File: src/design/ushbr_pkg.sv
package ushbr_pkg;
  // register byte offsets on the peripheral bus
  localparam logic [7:0] OFS_CONTROL  = 8'h00;
  localparam logic [7:0] OFS_STATUS   = 8'h04;
  localparam logic [7:0] OFS_RX_HOLD  = 8'h08;
  localparam logic [7:0] OFS_TX_HOLD  = 8'h0C;
  localparam logic [7:0] OFS_BAUD     = 8'h10;
  localparam logic [7:0] OFS_RX_TOUT  = 8'h14;
  localparam int         ADDR_W       = 8;
  localparam int         DATA_W       = 32;

  // control register command bits, write one to act
  localparam int CTL_TX_ENABLE   = 4;
  localparam int CTL_TX_DISABLE  = 5;
  localparam int CTL_STATUS_RST  = 8;
  localparam int CTL_ITER_RST    = 10;
  localparam int CTL_START_TOUT  = 11;
  localparam int CTL_NONACK_RST  = 14;

  // channel status bit positions
  localparam int ST_RX_READY     = 0;
  localparam int ST_TX_READY     = 1;
  localparam int ST_BREAK        = 2;
  localparam int ST_RX_DMA_DONE  = 3;
  localparam int ST_TX_DMA_DONE  = 4;
  localparam int ST_OVERRUN      = 5;
  localparam int ST_FRAME        = 6;
  localparam int ST_PARITY       = 7;
  localparam int ST_TIMEOUT      = 8;
  localparam int ST_TX_IDLE      = 9;
  localparam int ST_ITERATION    = 10;
  localparam int ST_TX_BUF_EMPTY = 11;
  localparam int ST_RX_BUF_FULL  = 12;
  localparam int ST_NONACK       = 13;
  localparam int ST_CHANGE_LSB   = 16;
  localparam int ST_LEVEL_LSB    = 20;

  // modem inputs: ring, data set ready, carrier, clear to send
  localparam int MODEM_W         = 4;

  // holding and baud register fields
  localparam int CHAR_W          = 9;
  localparam int SYNC_BIT        = 15;
  localparam int CLKDIV_LSB      = 0;
  localparam int CLKDIV_W        = 16;
  localparam int FRAC_LSB        = 16;
  localparam int FRAC_W          = 3;
  localparam int TOUT_W          = 16;

  // reset values
  localparam logic [CLKDIV_W-1:0] CLKDIV_RST = 16'h0000;
  localparam logic [FRAC_W-1:0]   FRAC_RST   = 3'h0;
  localparam logic [TOUT_W-1:0]   TOUT_RST   = 16'h0000;

  // baud timing: sixteen ticks per bit, fraction in eighths
  localparam logic [3:0] OS_LAST    = 4'hF;
  localparam logic [3:0] FRAC_CARRY = 4'h8;
endpackage

File: src/design/ushbr_sync.sv
`timescale 1ns/10ps
// two-stage synchroniser for asynchronous pin levels
module ushbr_sync #(
  parameter int W = 1
) (
  input  wire logic         clk_sys_i,
  input  wire logic         rst_i,
  input  wire logic [W-1:0] async_i,
  output logic      [W-1:0] sync_o
);
  logic [W-1:0] meta_reg;
  logic [W-1:0] sync_reg;

  // first stage feeds only the second stage
  always_ff @(posedge clk_sys_i) begin
    if (rst_i) begin
      meta_reg <= '0;
      sync_reg <= '0;
    end else begin
      meta_reg <= async_i;
      sync_reg <= meta_reg;
    end
  end

  assign sync_o = sync_reg;
endmodule

File: src/design/ushbr_regs.sv
// Local design decisions: the register offsets and the APB interface to the registers.
`timescale 1ns/10ps
// Behaviour
// [RL1] sticky break flag until status reset
// [RL2] live receive/transmit dma end-of-transfer bits
// [RL3] sticky overrun flag until status reset
// [RL4] sticky framing flag on low stop
// [RL5] sticky parity flag until status reset
// [RL6] time-out flag after start; clear if zero
// [RL7] tx idle needs both empty and enabled
// [RL8] sticky iteration flag until iteration reset
// [RL9] live dma buffer empty and full bits
// [RL10] sticky non-ack flag until non-ack reset
// [RL11] modem change flags, cleared by status read
// [RL12] status shows synchronized modem input levels
// [RL13] receive holding returns nine-bit character
// [RL14] receive bit 15 gives sync type
// [RL15] written character sent after current one
// [RL16] transmit bit 15 selects sync delimiter
// [RL17] baud register: divider and fraction fields
// [RL18] zero divider stops baud clock
// [RL19] fraction adds eighths to the divider
// [RL20] rx ready set on char, cleared by read
// [RL21] status reset clears four error flags
module ushbr_regs
  import ushbr_pkg::*;
(
  input  wire logic                      clk_sys_i,
  input  wire logic                      rst_i,
  input  wire logic                      psel_i,
  input  wire logic                      penable_i,
  input  wire logic                      pwrite_i,
  input  wire logic [ushbr_pkg::ADDR_W-1:0] paddr_i,
  input  wire logic [ushbr_pkg::DATA_W-1:0] pwdata_i,
  output logic      [ushbr_pkg::DATA_W-1:0] prdata_o,
  output logic                           pready_o,
  output logic                           pslverr_o,
  input  wire logic                      rx_char_valid_i,
  input  wire logic [ushbr_pkg::CHAR_W-1:0] rx_char_i,
  input  wire logic                      rx_sync_type_i,
  input  wire logic                      rx_break_evt_i,
  input  wire logic                      rx_frame_err_i,
  input  wire logic                      rx_parity_err_i,
  input  wire logic                      nonack_evt_i,
  input  wire logic                      iter_limit_evt_i,
  input  wire logic                      rx_dma_done_i,
  input  wire logic                      tx_dma_done_i,
  input  wire logic                      tx_dma_buf_empty_i,
  input  wire logic                      rx_dma_buf_full_i,
  input  wire logic [ushbr_pkg::MODEM_W-1:0] modem_pins_i,
  output logic      [ushbr_pkg::CHAR_W-1:0] tx_char_o,
  output logic                           tx_sync_type_o,
  output logic                           tx_valid_o,
  input  wire logic                      tx_take_i,
  input  wire logic                      tx_shift_empty_i,
  output logic                           tx_enable_o,
  output logic                           os_tick_o,
  output logic                           bit_tick_o
);
  import ushbr_pkg::*;

  // bus phases; every access completes without wait states
  logic setup;
  logic wr_acc;
  logic rd_acc;
  logic hit_ctl;
  logic hit_sta;
  logic hit_rxh;
  logic hit_txh;
  logic hit_baud;
  logic hit_tout;
  logic mapped;
  assign setup    = psel_i & ~penable_i;
  assign wr_acc   = psel_i & penable_i & pwrite_i;
  assign rd_acc   = psel_i & penable_i & ~pwrite_i;
  assign hit_ctl  = (paddr_i == OFS_CONTROL);
  assign hit_sta  = (paddr_i == OFS_STATUS);
  assign hit_rxh  = (paddr_i == OFS_RX_HOLD);
  assign hit_txh  = (paddr_i == OFS_TX_HOLD);
  assign hit_baud = (paddr_i == OFS_BAUD);
  assign hit_tout = (paddr_i == OFS_RX_TOUT);
  assign mapped   = hit_ctl | hit_sta | hit_rxh | hit_txh | hit_baud | hit_tout;
  assign pready_o = 1'b1;

  // control commands are one-cycle strobes at the access edge
  logic cmd_sta_rst;
  logic cmd_it_rst;
  logic cmd_tout;
  logic cmd_nack_rst;
  logic cmd_tx_en;
  logic cmd_tx_dis;
  assign cmd_sta_rst  = wr_acc & hit_ctl & pwdata_i[CTL_STATUS_RST];
  assign cmd_it_rst   = wr_acc & hit_ctl & pwdata_i[CTL_ITER_RST];
  assign cmd_tout     = wr_acc & hit_ctl & pwdata_i[CTL_START_TOUT];
  assign cmd_nack_rst = wr_acc & hit_ctl & pwdata_i[CTL_NONACK_RST];
  assign cmd_tx_en    = wr_acc & hit_ctl & pwdata_i[CTL_TX_ENABLE];
  assign cmd_tx_dis   = wr_acc & hit_ctl & pwdata_i[CTL_TX_DISABLE];

  // modem pins arrive from outside and are synchronised first
  logic [MODEM_W-1:0] modem_lvl;
  ushbr_sync #(
    .W (MODEM_W)
  ) u_modem_sync (
    .clk_sys_i (clk_sys_i),
    .rst_i     (rst_i),
    .async_i   (modem_pins_i),
    .sync_o    (modem_lvl)
  );

  // state registers
  logic                 break_reg,   break_next;
  logic                 ovr_reg,     ovr_next;
  logic                 frame_reg,   frame_next;
  logic                 parity_reg,  parity_next;
  logic                 iter_reg,    iter_next;
  logic                 nack_reg,    nack_next;
  logic                 tflag_reg,   tflag_next;
  logic                 rx_ready_flag_reg,   rx_ready_flag_next;
  logic                 fresh_reg,   fresh_next;
  logic [CHAR_W-1:0]    rxchar_reg,  rxchar_next;
  logic                 rxsync_reg,  rxsync_next;
  logic [MODEM_W-1:0]   chg_reg,     chg_next;
  logic [MODEM_W-1:0]   prev_reg,    prev_next;
  logic [1:0]           settle_reg,  settle_next;
  logic                 txfull_reg,  txfull_next;
  logic [CHAR_W-1:0]    txchar_reg,  txchar_next;
  logic                 txsync_reg,  txsync_next;
  logic                 txen_reg,    txen_next;
  logic [CLKDIV_W-1:0]  clkdiv_reg,  clkdiv_next;
  logic [FRAC_W-1:0]    frac_reg,    frac_next;
  logic [TOUT_W-1:0]    tout_reg,    tout_next;
  logic [TOUT_W-1:0]    tcnt_reg,    tcnt_next;
  logic                 tarm_reg,    tarm_next;
  logic [CLKDIV_W-1:0]  dcnt_reg,    dcnt_next;
  logic [3:0]           facc_reg,    facc_next;
  logic                 extra_reg,   extra_next;
  logic [3:0]           ocnt_reg,    ocnt_next;
  logic                 ostick_reg,  ostick_next;
  logic                 btick_reg,   btick_next;
  logic [DATA_W-1:0]    prdata_reg,  prdata_next;
  logic                 perr_reg,    perr_next;

  // live status views
  logic                 tx_ready;
  logic                 tx_idle;
  logic                 rxh_clear;
  logic                 tx_taken;
  logic [DATA_W-1:0]    status_word;
  assign tx_taken  = txfull_reg & txen_reg & tx_take_i;
  assign tx_ready  = txen_reg & ~txfull_reg;
  assign tx_idle   = txen_reg & ~txfull_reg & tx_shift_empty_i; // RL7
  // a char that landed after the read snapshot must survive the read
  assign rxh_clear = rd_acc & hit_rxh & ~fresh_reg;

  // status word assembly
  always_comb begin
    status_word = '0;
    status_word[ST_RX_READY]     = rx_ready_flag_reg;
    status_word[ST_TX_READY]     = tx_ready;
    status_word[ST_BREAK]        = break_reg;
    status_word[ST_RX_DMA_DONE]  = rx_dma_done_i; // RL2
    status_word[ST_TX_DMA_DONE]  = tx_dma_done_i; // RL2
    status_word[ST_OVERRUN]      = ovr_reg;
    status_word[ST_FRAME]        = frame_reg;
    status_word[ST_PARITY]       = parity_reg;
    status_word[ST_TIMEOUT]      = tflag_reg;
    status_word[ST_TX_IDLE]      = tx_idle;
    status_word[ST_ITERATION]    = iter_reg;
    status_word[ST_TX_BUF_EMPTY] = tx_dma_buf_empty_i; // RL9
    status_word[ST_RX_BUF_FULL]  = rx_dma_buf_full_i; // RL9
    status_word[ST_NONACK]       = nack_reg;
    status_word[ST_CHANGE_LSB +: MODEM_W] = chg_reg;
    status_word[ST_LEVEL_LSB +: MODEM_W]  = modem_lvl; // RL12
  end

  // sticky event flags: a set in the clearing cycle wins
  always_comb begin
    break_next  = rx_break_evt_i | (break_reg & ~cmd_sta_rst); // RL1 RL21
    ovr_next    = (rx_char_valid_i & rx_ready_flag_reg & ~rxh_clear)
                  | (ovr_reg & ~cmd_sta_rst); // RL3 RL21
    frame_next  = rx_frame_err_i | (frame_reg & ~cmd_sta_rst); // RL4 RL21
    parity_next = rx_parity_err_i | (parity_reg & ~cmd_sta_rst); // RL5 RL21
    iter_next   = iter_limit_evt_i | (iter_reg & ~cmd_it_rst); // RL8
    nack_next   = nonack_evt_i | (nack_reg & ~cmd_nack_rst); // RL10
  end

  // receive holding and ready flag
  always_comb begin
    rx_ready_flag_next  = rx_char_valid_i | (rx_ready_flag_reg & ~rxh_clear); // RL20
    fresh_next  = rx_char_valid_i | (fresh_reg & ~(setup & hit_rxh));
    rxchar_next = rx_char_valid_i ? rx_char_i : rxchar_reg; // RL13
    rxsync_next = rx_char_valid_i ? rx_sync_type_i : rxsync_reg; // RL14
  end

  // modem change detection; only bits seen by the read are cleared
  always_comb begin
    settle_next = (settle_reg == 2'h3) ? settle_reg : settle_reg + 2'h1;
    prev_next   = modem_lvl;
    chg_next    = chg_reg;
    if (rd_acc & hit_sta) begin
      chg_next = chg_reg & ~prdata_reg[ST_CHANGE_LSB +: MODEM_W]; // RL11
    end
    if (settle_reg == 2'h3) begin
      chg_next = chg_next | (modem_lvl ^ prev_reg); // RL11
    end
  end

  // transmit holding; a write while a character waits is dropped
  always_comb begin
    txen_next   = (txen_reg | cmd_tx_en) & ~cmd_tx_dis;
    txchar_next = txchar_reg;
    txsync_next = txsync_reg;
    txfull_next = txfull_reg & ~tx_taken; // RL15
    if (wr_acc & hit_txh & (~txfull_reg | tx_taken)) begin
      txchar_next = pwdata_i[CHAR_W-1:0]; // RL15
      txsync_next = pwdata_i[SYNC_BIT]; // RL16
      txfull_next = 1'b1;
    end
  end

  // configuration registers
  always_comb begin
    clkdiv_next = clkdiv_reg;
    frac_next   = frac_reg;
    tout_next   = tout_reg;
    if (wr_acc & hit_baud) begin
      clkdiv_next = pwdata_i[CLKDIV_LSB +: CLKDIV_W]; // RL17
      frac_next   = pwdata_i[FRAC_LSB +: FRAC_W]; // RL17
    end
    if (wr_acc & hit_tout) begin
      tout_next = pwdata_i[TOUT_W-1:0];
    end
  end

  // baud generator: period is divider plus fraction/8 clocks on average
  logic [CLKDIV_W:0] period_last;
  logic [3:0]        facc_sum;
  logic              period_end;
  assign period_last = {1'b0, clkdiv_reg} - 17'h00001 + {16'h0000, extra_reg};
  assign period_end  = ({1'b0, dcnt_reg} >= period_last);
  assign facc_sum    = facc_reg + {1'b0, frac_reg};
  always_comb begin
    dcnt_next   = dcnt_reg + 16'h0001;
    facc_next   = facc_reg;
    extra_next  = extra_reg;
    ocnt_next   = ocnt_reg;
    ostick_next = 1'b0;
    btick_next  = 1'b0;
    if (clkdiv_reg == CLKDIV_RST) begin
      dcnt_next  = '0; // RL18
      facc_next  = '0;
      extra_next = 1'b0;
      ocnt_next  = '0;
    end else if (period_end) begin
      dcnt_next   = '0;
      ostick_next = 1'b1; // RL18
      // a sum of eight or more stretches the next period by one clock
      if (facc_sum >= FRAC_CARRY) begin
        facc_next  = facc_sum - FRAC_CARRY; // RL19
        extra_next = 1'b1; // RL19
      end else begin
        facc_next  = facc_sum;
        extra_next = 1'b0;
      end
      ocnt_next  = ocnt_reg + 4'h1;
      btick_next = (ocnt_reg == OS_LAST);
    end
  end

  // receive time-out counted in bit periods after the start command
  always_comb begin
    tcnt_next  = tcnt_reg;
    tarm_next  = tarm_reg;
    tflag_next = tflag_reg;
    if (cmd_tout) begin
      tcnt_next  = tout_reg;
      tarm_next  = (tout_reg != TOUT_RST);
      tflag_next = 1'b0;
    end else if (tarm_reg & btick_reg) begin
      tcnt_next = tcnt_reg - 16'h0001;
      if (tcnt_reg == 16'h0001) begin
        tarm_next  = 1'b0;
        tflag_next = 1'b1; // RL6
      end
    end
    // a zero time-out value forces the flag clear
    if (tout_reg == TOUT_RST) begin
      tarm_next  = 1'b0;
      tflag_next = 1'b0; // RL6
    end
  end

  // read data is captured in the setup cycle so it comes from a flop
  always_comb begin
    prdata_next = prdata_reg;
    perr_next   = perr_reg;
    if (setup) begin
      perr_next   = ~mapped;
      prdata_next = '0;
      if (!pwrite_i) begin
        if (hit_sta) begin
          prdata_next = status_word;
        end else if (hit_rxh) begin
          prdata_next[CHAR_W-1:0] = rxchar_reg; // RL13
          prdata_next[SYNC_BIT]   = rxsync_reg; // RL14
        end else if (hit_baud) begin
          prdata_next[CLKDIV_LSB +: CLKDIV_W] = clkdiv_reg;
          prdata_next[FRAC_LSB +: FRAC_W]     = frac_reg;
        end else if (hit_tout) begin
          prdata_next[TOUT_W-1:0] = tout_reg;
        end
      end
    end
  end

  // all state registers
  always_ff @(posedge clk_sys_i) begin
    if (rst_i) begin
      break_reg  <= 1'b0;
      ovr_reg    <= 1'b0;
      frame_reg  <= 1'b0;
      parity_reg <= 1'b0;
      iter_reg   <= 1'b0;
      nack_reg   <= 1'b0;
      tflag_reg  <= 1'b0;
      rx_ready_flag_reg  <= 1'b0;
      fresh_reg  <= 1'b0;
      rxchar_reg <= '0;
      rxsync_reg <= 1'b0;
      chg_reg    <= '0;
      prev_reg   <= '0;
      settle_reg <= 2'h0;
      txfull_reg <= 1'b0;
      txchar_reg <= '0;
      txsync_reg <= 1'b0;
      txen_reg   <= 1'b0;
      clkdiv_reg <= CLKDIV_RST;
      frac_reg   <= FRAC_RST;
      tout_reg   <= TOUT_RST;
      tcnt_reg   <= '0;
      tarm_reg   <= 1'b0;
      dcnt_reg   <= '0;
      facc_reg   <= '0;
      extra_reg  <= 1'b0;
      ocnt_reg   <= '0;
      ostick_reg <= 1'b0;
      btick_reg  <= 1'b0;
      prdata_reg <= '0;
      perr_reg   <= 1'b0;
    end else begin
      break_reg  <= break_next;
      ovr_reg    <= ovr_next;
      frame_reg  <= frame_next;
      parity_reg <= parity_next;
      iter_reg   <= iter_next;
      nack_reg   <= nack_next;
      tflag_reg  <= tflag_next;
      rx_ready_flag_reg  <= rx_ready_flag_next;
      fresh_reg  <= fresh_next;
      rxchar_reg <= rxchar_next;
      rxsync_reg <= rxsync_next;
      chg_reg    <= chg_next;
      prev_reg   <= prev_next;
      settle_reg <= settle_next;
      txfull_reg <= txfull_next;
      txchar_reg <= txchar_next;
      txsync_reg <= txsync_next;
      txen_reg   <= txen_next;
      clkdiv_reg <= clkdiv_next;
      frac_reg   <= frac_next;
      tout_reg   <= tout_next;
      tcnt_reg   <= tcnt_next;
      tarm_reg   <= tarm_next;
      dcnt_reg   <= dcnt_next;
      facc_reg   <= facc_next;
      extra_reg  <= extra_next;
      ocnt_reg   <= ocnt_next;
      ostick_reg <= ostick_next;
      btick_reg  <= btick_next;
      prdata_reg <= prdata_next;
      perr_reg   <= perr_next;
    end
  end

  // outputs
  assign prdata_o       = prdata_reg;
  assign pslverr_o      = perr_reg;
  assign tx_char_o      = txchar_reg;
  assign tx_sync_type_o = txsync_reg;
  assign tx_valid_o     = txfull_reg & txen_reg;
  assign tx_enable_o    = txen_reg;
  assign os_tick_o      = ostick_reg;
  assign bit_tick_o     = btick_reg;
endmodule

File: config.mk
export PLATFORM = sky130hd
export DESIGN_NAME = ushbr_regs
export DESIGN_NICKNAME = d
export VERILOG_FILES = /design/src/design/ushbr_pkg.sv /design/src/design/ushbr_sync.sv /design/src/design/ushbr_regs.sv
export SDC_FILE = /design/constraint.sdc
export NUM_CORES = 1
export LEC_CHECK = 0
export BUFFER_PORTS_ARGS = -buffer_cell sky130_fd_sc_hd__clkbuf_2
export CAP_MARGIN = 25
export CORE_MARGIN = 2
export CORE_UTILIZATION = 50
export CTS_CLUSTER_SIZE = 25
export DETAILED_ROUTE_END_ITERATION = 8
export GPL_TIMING_DRIVEN = 0
export PLACE_DENSITY = 0.72
export SETUP_SLACK_MARGIN = 0.02
export SLEW_MARGIN = 0
export SYNTH_ARGS = -nofsm -noshare
export SYNTH_HDL_FRONTEND = slang
export SYNTH_SLANG_ARGS = --single-unit
export TNS_END_PERCENT = 10
File: constraint.sdc
create_clock -name clk_sys_i -period 11.3 [get_ports clk_sys_i]
set_input_delay 1.695 -clock clk_sys_i [delete_from_list [all_inputs] [get_ports clk_sys_i]]
set_output_delay 1.695 -clock clk_sys_i [all_outputs]
set_load 0.005 [all_outputs]
After elaboration in Yosys (flattened, before gate mapping)
Index checks and enable logic that the tools add are counted.
- add/subtract/negate cells: 8
- $lt $le $gt $ge: 2
- eq/ne operators: 8
- mux-type cells: 21
- bitwise operators: 68
- reduce and logical (&&, ||, !) cells: 13
- operators by type and width (kind ; number):
    $mux 16 ; 4
    $and 1x1->1 ; 36
    $logic_not 16->1 ; 2
    $mux 24 ; 1
    $mux 19 ; 1
    $add 17x1->17 ; 1
    $ge 16x17->1 ; 1
    $sub 16x1->17 const B ; 1
    $add 16x1->16 const B ; 1
    $eq 16x1->1 const B ; 1
    $eq 8x4->1 const B ; 2
    $eq 8x5->1 const B ; 2
    $reduce_bool 16->1 ; 1
    $sub 16x1->16 const B ; 1
    $or 1x1->1 ; 15
    $not 1->1 ; 13
    $mux 4 ; 3
    $mux 9 ; 1
    $reduce_or 3->1 ; 3
    $eq 8x3->1 const B ; 1
    $logic_not 8->1 ; 1
    $mux 1 ; 7
    $mux 3 ; 2
    $mux 6 ; 1
    other kinds (15) ; 18
- bits in registers: 161
- bits of input ports: 71
- output and inout bits: 48
- word-level logic and storage cells: 153

Longest topological paths before layout
- depth in word-level cells: 7
- gate-level depth with buffers: 16
- mapped depth without buffers: 15

By module
A second synthesis with hierarchy kept.
- cell total of the unflattened synthesis: 803
- area, all modules: 7145.6 um2
- by module, submodules not included (module ; times used ; cells an instance ; area each (um2) ; sequential area each (um2)):
    ushbr_regs ; 1 ; 787 ; 6935.4 ; 2902.8
    ushbr_sync ; 1 ; 16 ; 210.2 ; 160.2

Worst setup path after synthesis
OpenSTA, ideal clock, no wires.
- kind: reg2reg
- start point: reg clkdiv_reg[2]
- end point: reg dcnt_reg[14]
- library setup time: 0.128 ns
- arrival: 3.537 ns
- data required time: 11.172 ns
- slack: 7.635 ns
- cell stages (with the launch flop): 16
- buffers on the path: 2
- period minus slack after synthesis: 3.665 ns
- cells stage by stage: dfxtp_1 > buf_6 > nor4_4 > nand2_2 > or3_4 > or4_4 > nor2_1 > xnor2_1 > ha_1 > and4_1 > nand2_1 > or3_1 > o211a_1 > o21ai_1 > clkbuf_1 > nor2_1
- cells in the longest elaborated chain, start to end: 4
- elaborated cells on any way between the ends: 5
- classes of those cells: add/sub (2); order compare (1); reduce/logical (2)
- RTL lines (item ; line ; source):
    start: declaration ; ushbr_regs.sv:129 ; logic [CLKDIV_W-1:0] clkdiv_reg, clkdiv_next;
    start signal: assignment ; ushbr_regs.sv:369 ; clkdiv_reg <= clkdiv_next;
    $sub 16x1->17 ; ushbr_regs.sv:239 ; assign period_last = {1'b0, clkdiv_reg} - 17'h00001 + {16'h0000, extra_reg};
    $add 17x1->17 ; ushbr_regs.sv:239 ;
    $ge 16x17->1 ; ushbr_regs.sv:240 ; assign period_end = ({1'b0, dcnt_reg} >= period_last);
    $reduce_or 3->1 (no source line) * ; - ;
    end signal: assignment ; ushbr_regs.sv:374 ; dcnt_reg <= dcnt_next;
    end: declaration ; ushbr_regs.sv:134 ; logic [CLKDIV_W-1:0] dcnt_reg, dcnt_next;
Every way passes the cells marked *; elsewhere a longest branch is shown, timed or not.
A chain may end at the register's enable or synchronous reset.

Worst setup path after layout
- start point: reg clkdiv_reg[2]
- end point: reg dcnt_reg[7]
The elaborated chain is that of the path after synthesis.

==> summary by stage <==
Status
The flow ran to the end, and the final reports show no timing, DRC or antenna violations.

Placed design
Once detailed placement completed, the half-perimeter wirelength came to 13400 um. In this run, placement finished with an instance count of about 1100. During placement, the flow inserted port buffers numbering 94.

The pre-CTS setup slack is ~7100 ps. The placer's final routability congestion estimate is roughly 0.9.

Hold path
Along the worst hold path, the cell count comes to 1. The launch instance of the worst min-delay path is u_modem_sync.meta_reg[1]. The worst hold path belongs to the class reg -> reg. The worst hold path terminates at u_modem_sync.sync_o[1].

Floorplanning
The floorplan step defined a core boundary enclosing 13700 sq um. The cell row count is between 40 and 50. The die covers around 15000 sq um. The floorplan step set the die width to around 120 um. Pin placement for this block handled between 100 and 150 I/O pins. The die height is roughly 120 um.

The initial cell density of the core is 0.506.

Worst setup path
For the worst flop-to-flop path, the logic depth is 15. Traced cell by cell, the critical path runs through buf_6 > nor4_4 > nand2_2 > or3_4 > or4_4 > nor4_4 > xnor2_1 > ha_1 > and3_1 > nand2_1 > or3_1 > o211a_1 > o21ai_1 > clkbuf_1 > nor2_1. The origin of the worst setup path is clkdiv_reg[2]. STA classifies the critical path startpoint as a flop. On the worst path, the slowest cell contributes a delay of around 450 ps. The worst setup path is captured at a flop.

Among the stages of the critical path, the cell type that occurs most often is sky130_fd_sc_hd__nor4_4. The slowest stage of the critical path belongs to the cell sky130_fd_sc_hd__or4_4. The reg-to-reg critical path endpoint is dcnt_reg[7]. The data required time at the worst endpoint is 11590 ps. The startpoint identified for the worst register-to-register timing path is clkdiv_reg[2].

The arrival time reported for the critical path endpoint is approximately 4500 ps. Across all register-to-register paths, the minimum setup slack is between 7000 and 8000 ps. The type of the setup path with the least slack is reg -> reg. The maximum fanout encountered on the critical timing path is 10.

Clock tree
The clock latency reported for the late side of the worst-skew pair is between 400 and 500 ps. The number of H-tree levels is 4. The clock buffer count from CTS is 17.

The clock net sink count is 153. The clock tree from TritonCTS is built. The number of gates resized after CTS was 0. CTS placed an instance of sky130_fd_sc_hd__clkbuf_16 at the clock tree root. The clock transition time at the flip-flop clock pins of the worst setup and hold paths is 70 ps.

For this design, the CTS-stage hold fixing added 0 buffers. The buffer depth of the longest clock path is 2. The number of buffers inserted by post-CTS setup repair is 0.

Global routing
The first global-routing pass estimated between 20000 and 30000 um of wire. The via count of the first global-routing pass is about 5800. The global routing usage summed across all routing layers is 0.251. Entering global routing, the biggest net connects 17 pins. The initial antenna violation count came to 0. The final global-route overflow total is 0.

Detailed routing
Dividing the detail-routed via count by the number of cells gives 5.48. The final wirelength is about 18000 um. The number of search-and-repair iterations in the first detailed-routing pass is 5. The final routed wire length divided by cell count is around 16 um. The via count is 6145. The number of DRC violations after detailed-routing iteration 0 is 530. The detail route stage leaves a number of antenna-violating nets equal to 0. The number of remaining DRC errors is 0.

Power and ir drop
The ratio of total power to cell area is between 100 and 150 nW/um^2. The worst-case IR drop observed on VDD is 0.115 mV. For this design the static power due to leakage is about 3.3 nW.

Logic synthesis
The total of flip-flops plus latches after synthesis is approximately 150. The area fraction in and, or, nand and nor cells after synthesis is 0.217. After synthesis, the share of cell area in mux cells is 0.0303.

The number of synthesized flops with an enable pin is 0. The share of synthesized cell area in full adder, half adder and majority cells is 0.0498. The post-synthesis instance total is 809. The distinct cell type count after synthesis is 57.

By area, the combinational part of the netlist is dominated by simple AND/OR/NAND/NOR gates. In this run the cell area of the synthesized design comes to between 6000 and 7000 sq um. The xor and xnor area share after synthesis is 0.0594. The complex-gate fraction of the synthesized area is 0.156. The number of warnings printed during yosys synthesis is 0.

The part of the Yosys area used for sequential elements is 0.442. Dividing the synthesized area by the synthesized cell count gives 8.57 sq um. The async set-reset flop share out of synthesis is 0.

The dominant register cell in the synthesized netlist is sky130_fd_sc_hd__dfxtp_1.

STA
Setup repair after global routing left no endpoint under its margin. The number of pins exceeding their max-slew limit in the final report is 0. The highest achievable clock rate is ~0.24 GHz.

The final worst-path cycle share is 0.374. The final hold violation count is 0. The sum of negative setup slack is 0 ps. The worst-case headroom to the max-slew limit is 0.323. Setup violations remaining at the end of the flow were counted as 0. The smallest clock period supported by the final layout is computed as ~4200 ps. The transition time at the pin with the least slew margin is 1010 ps. The clock arrives with ~13 ps of skew. Once routing completed, OpenROAD measured the worst setup slack at 7070 ps.

Finish
The number of filler instances in the final layout is 1239. The synthesis-to-finish area growth is 19.1%. The leading cell type in the layout, fill and taps excluded is sky130_fd_sc_hd__dfxtp_1. The antenna diode instance count is 0. For this run, the share of the core covered by cells in the final layout is 0.602. The share of layout cells above drive strength 1 is 0.155. Registers take 3060 sq um. The number of flip-flops under the largest register name is 24. After the last flow step, the layout net total stands at 1027. Summing all multi-input logic gate instances after layout gives 3590 sq um. The non-filler instance count after layout is between 1000 and 1500. The library cells used most frequently in the layout, excluding fill and tap cells, are sky130_fd_sc_hd__dfxtp_1, sky130_fd_sc_hd__nand2_1, sky130_fd_sc_hd__clkbuf_2.

Job
Across the run, the number of max-cap violations was 0.
critical path: cells and delay by family (launching register included):
family                   cells  cell delay [ps]
AO/OA/AOI/OAI                2              680
adder cells (fa/ha/maj)      1              290
flip-flops                   1              310
AND/OR/NAND/NOR              9             2180
XOR/XNOR                     1              110
buffers and inverters        2              530
cell usage after synthesis (10+ instances only):
| cell | number | area [sq um] |
|---|---|---|
| sky130_fd_sc_hd__nor2b_1 | 17 | 106 |
| sky130_fd_sc_hd__and3_1 | 13 | 81.3 |
| sky130_fd_sc_hd__mux2i_1 | 21 | 210 |
| sky130_fd_sc_hd__nand2_1 | 117 | 439 |
| sky130_fd_sc_hd__a211oi_1 | 12 | 90.1 |
| sky130_fd_sc_hd__xor2_1 | 20 | 175 |
| sky130_fd_sc_hd__dfxtp_1 | 153 | 3060 |
| sky130_fd_sc_hd__xnor2_1 | 27 | 236 |
| sky130_fd_sc_hd__ha_1 | 26 | 325 |
| sky130_fd_sc_hd__nor2_1 | 89 | 334 |
| sky130_fd_sc_hd__nor3_1 | 16 | 80.1 |
| sky130_fd_sc_hd__nand3_1 | 19 | 95.1 |
| sky130_fd_sc_hd__inv_1 | 15 | 56.3 |
| sky130_fd_sc_hd__nor4_1 | 16 | 100 |
| sky130_fd_sc_hd__a22oi_1 | 16 | 120 |
| sky130_fd_sc_hd__a221oi_1 | 10 | 87.6 |
| sky130_fd_sc_hd__clkbuf_1 | 41 | 154 |
| sky130_fd_sc_hd__a21oi_1 | 69 | 345 |
| sky130_fd_sc_hd__o21ai_0 | 21 | 105 |
metal layers:
metal / vias to the layer above / share of wire / global-route usage
li1: 3073 / - / -
met1: 2854 / 0.45 / 0.331
met2: 190 / 0.48 / 0.412
met4: 0 / 0.018 / 0.0783
met5: - / 0 / 0
met3: 28 / 0.056 / 0.0566
stage by stage:
stage | total power [mW] | hold WS [ps] | cell area, sq um
after floorplan | 0.589 | 414 | 6960
after global placement | 0.612 | 417 | 7660
after detailed placement | 0.613 | 426 | 7660
after CTS | 1.19 | 441 | 8260
after global routing | 1.23 | 452 | 8260
final | 1.19 | 437 | 8260
area by class of cell:
cell class              count  area share
clock inverters            14      0.0212
clock buffers              18      0.0519
multi-input cells         592       0.434
well taps                 180      0.0273
repair buffers             94      0.0569
inverters                  15     0.00682
flip-flops and latches    153       0.371
plain buffers              56      0.0307
how the worst max path moves through the flow:
| stage | endpoint | slack, ps | depth (start not counted) |
|---|---|---|---|
| finish | dcnt_reg[7] | 7070 | 15 |
| global route | dcnt_reg[6] | 6770 | 16 |
| CTS | dcnt_reg[7] | 7060 | 15 |
| detailed placement | dcnt_reg[7] | 7070 | 15 |
| global placement | dcnt_reg[3] | 7140 | 15 |
| floorplan | dcnt_reg[14] | 7640 | 15 |
cells by family after synthesis:
kind of cell	after synthesis
muxes	21
buffers and inverters	71
DFF	153
other	2
adders and majority gates	27
AOI/OAI and AO/OA	168
and+or+nand+nor	320
xor gates and xnor gates	47
power by group:
group | switching (mW) | total [mW] | internal (mW) | leakage, nW
logic | 0.0306 | 0.0505 | 0.0199 | 1.80
registers | 0.00447 | 0.552 | 0.547 | 1.24
clock network | 0.251 | 0.587 | 0.336 | 0.299
Note: power is estimated with default switching activity, not from simulation.
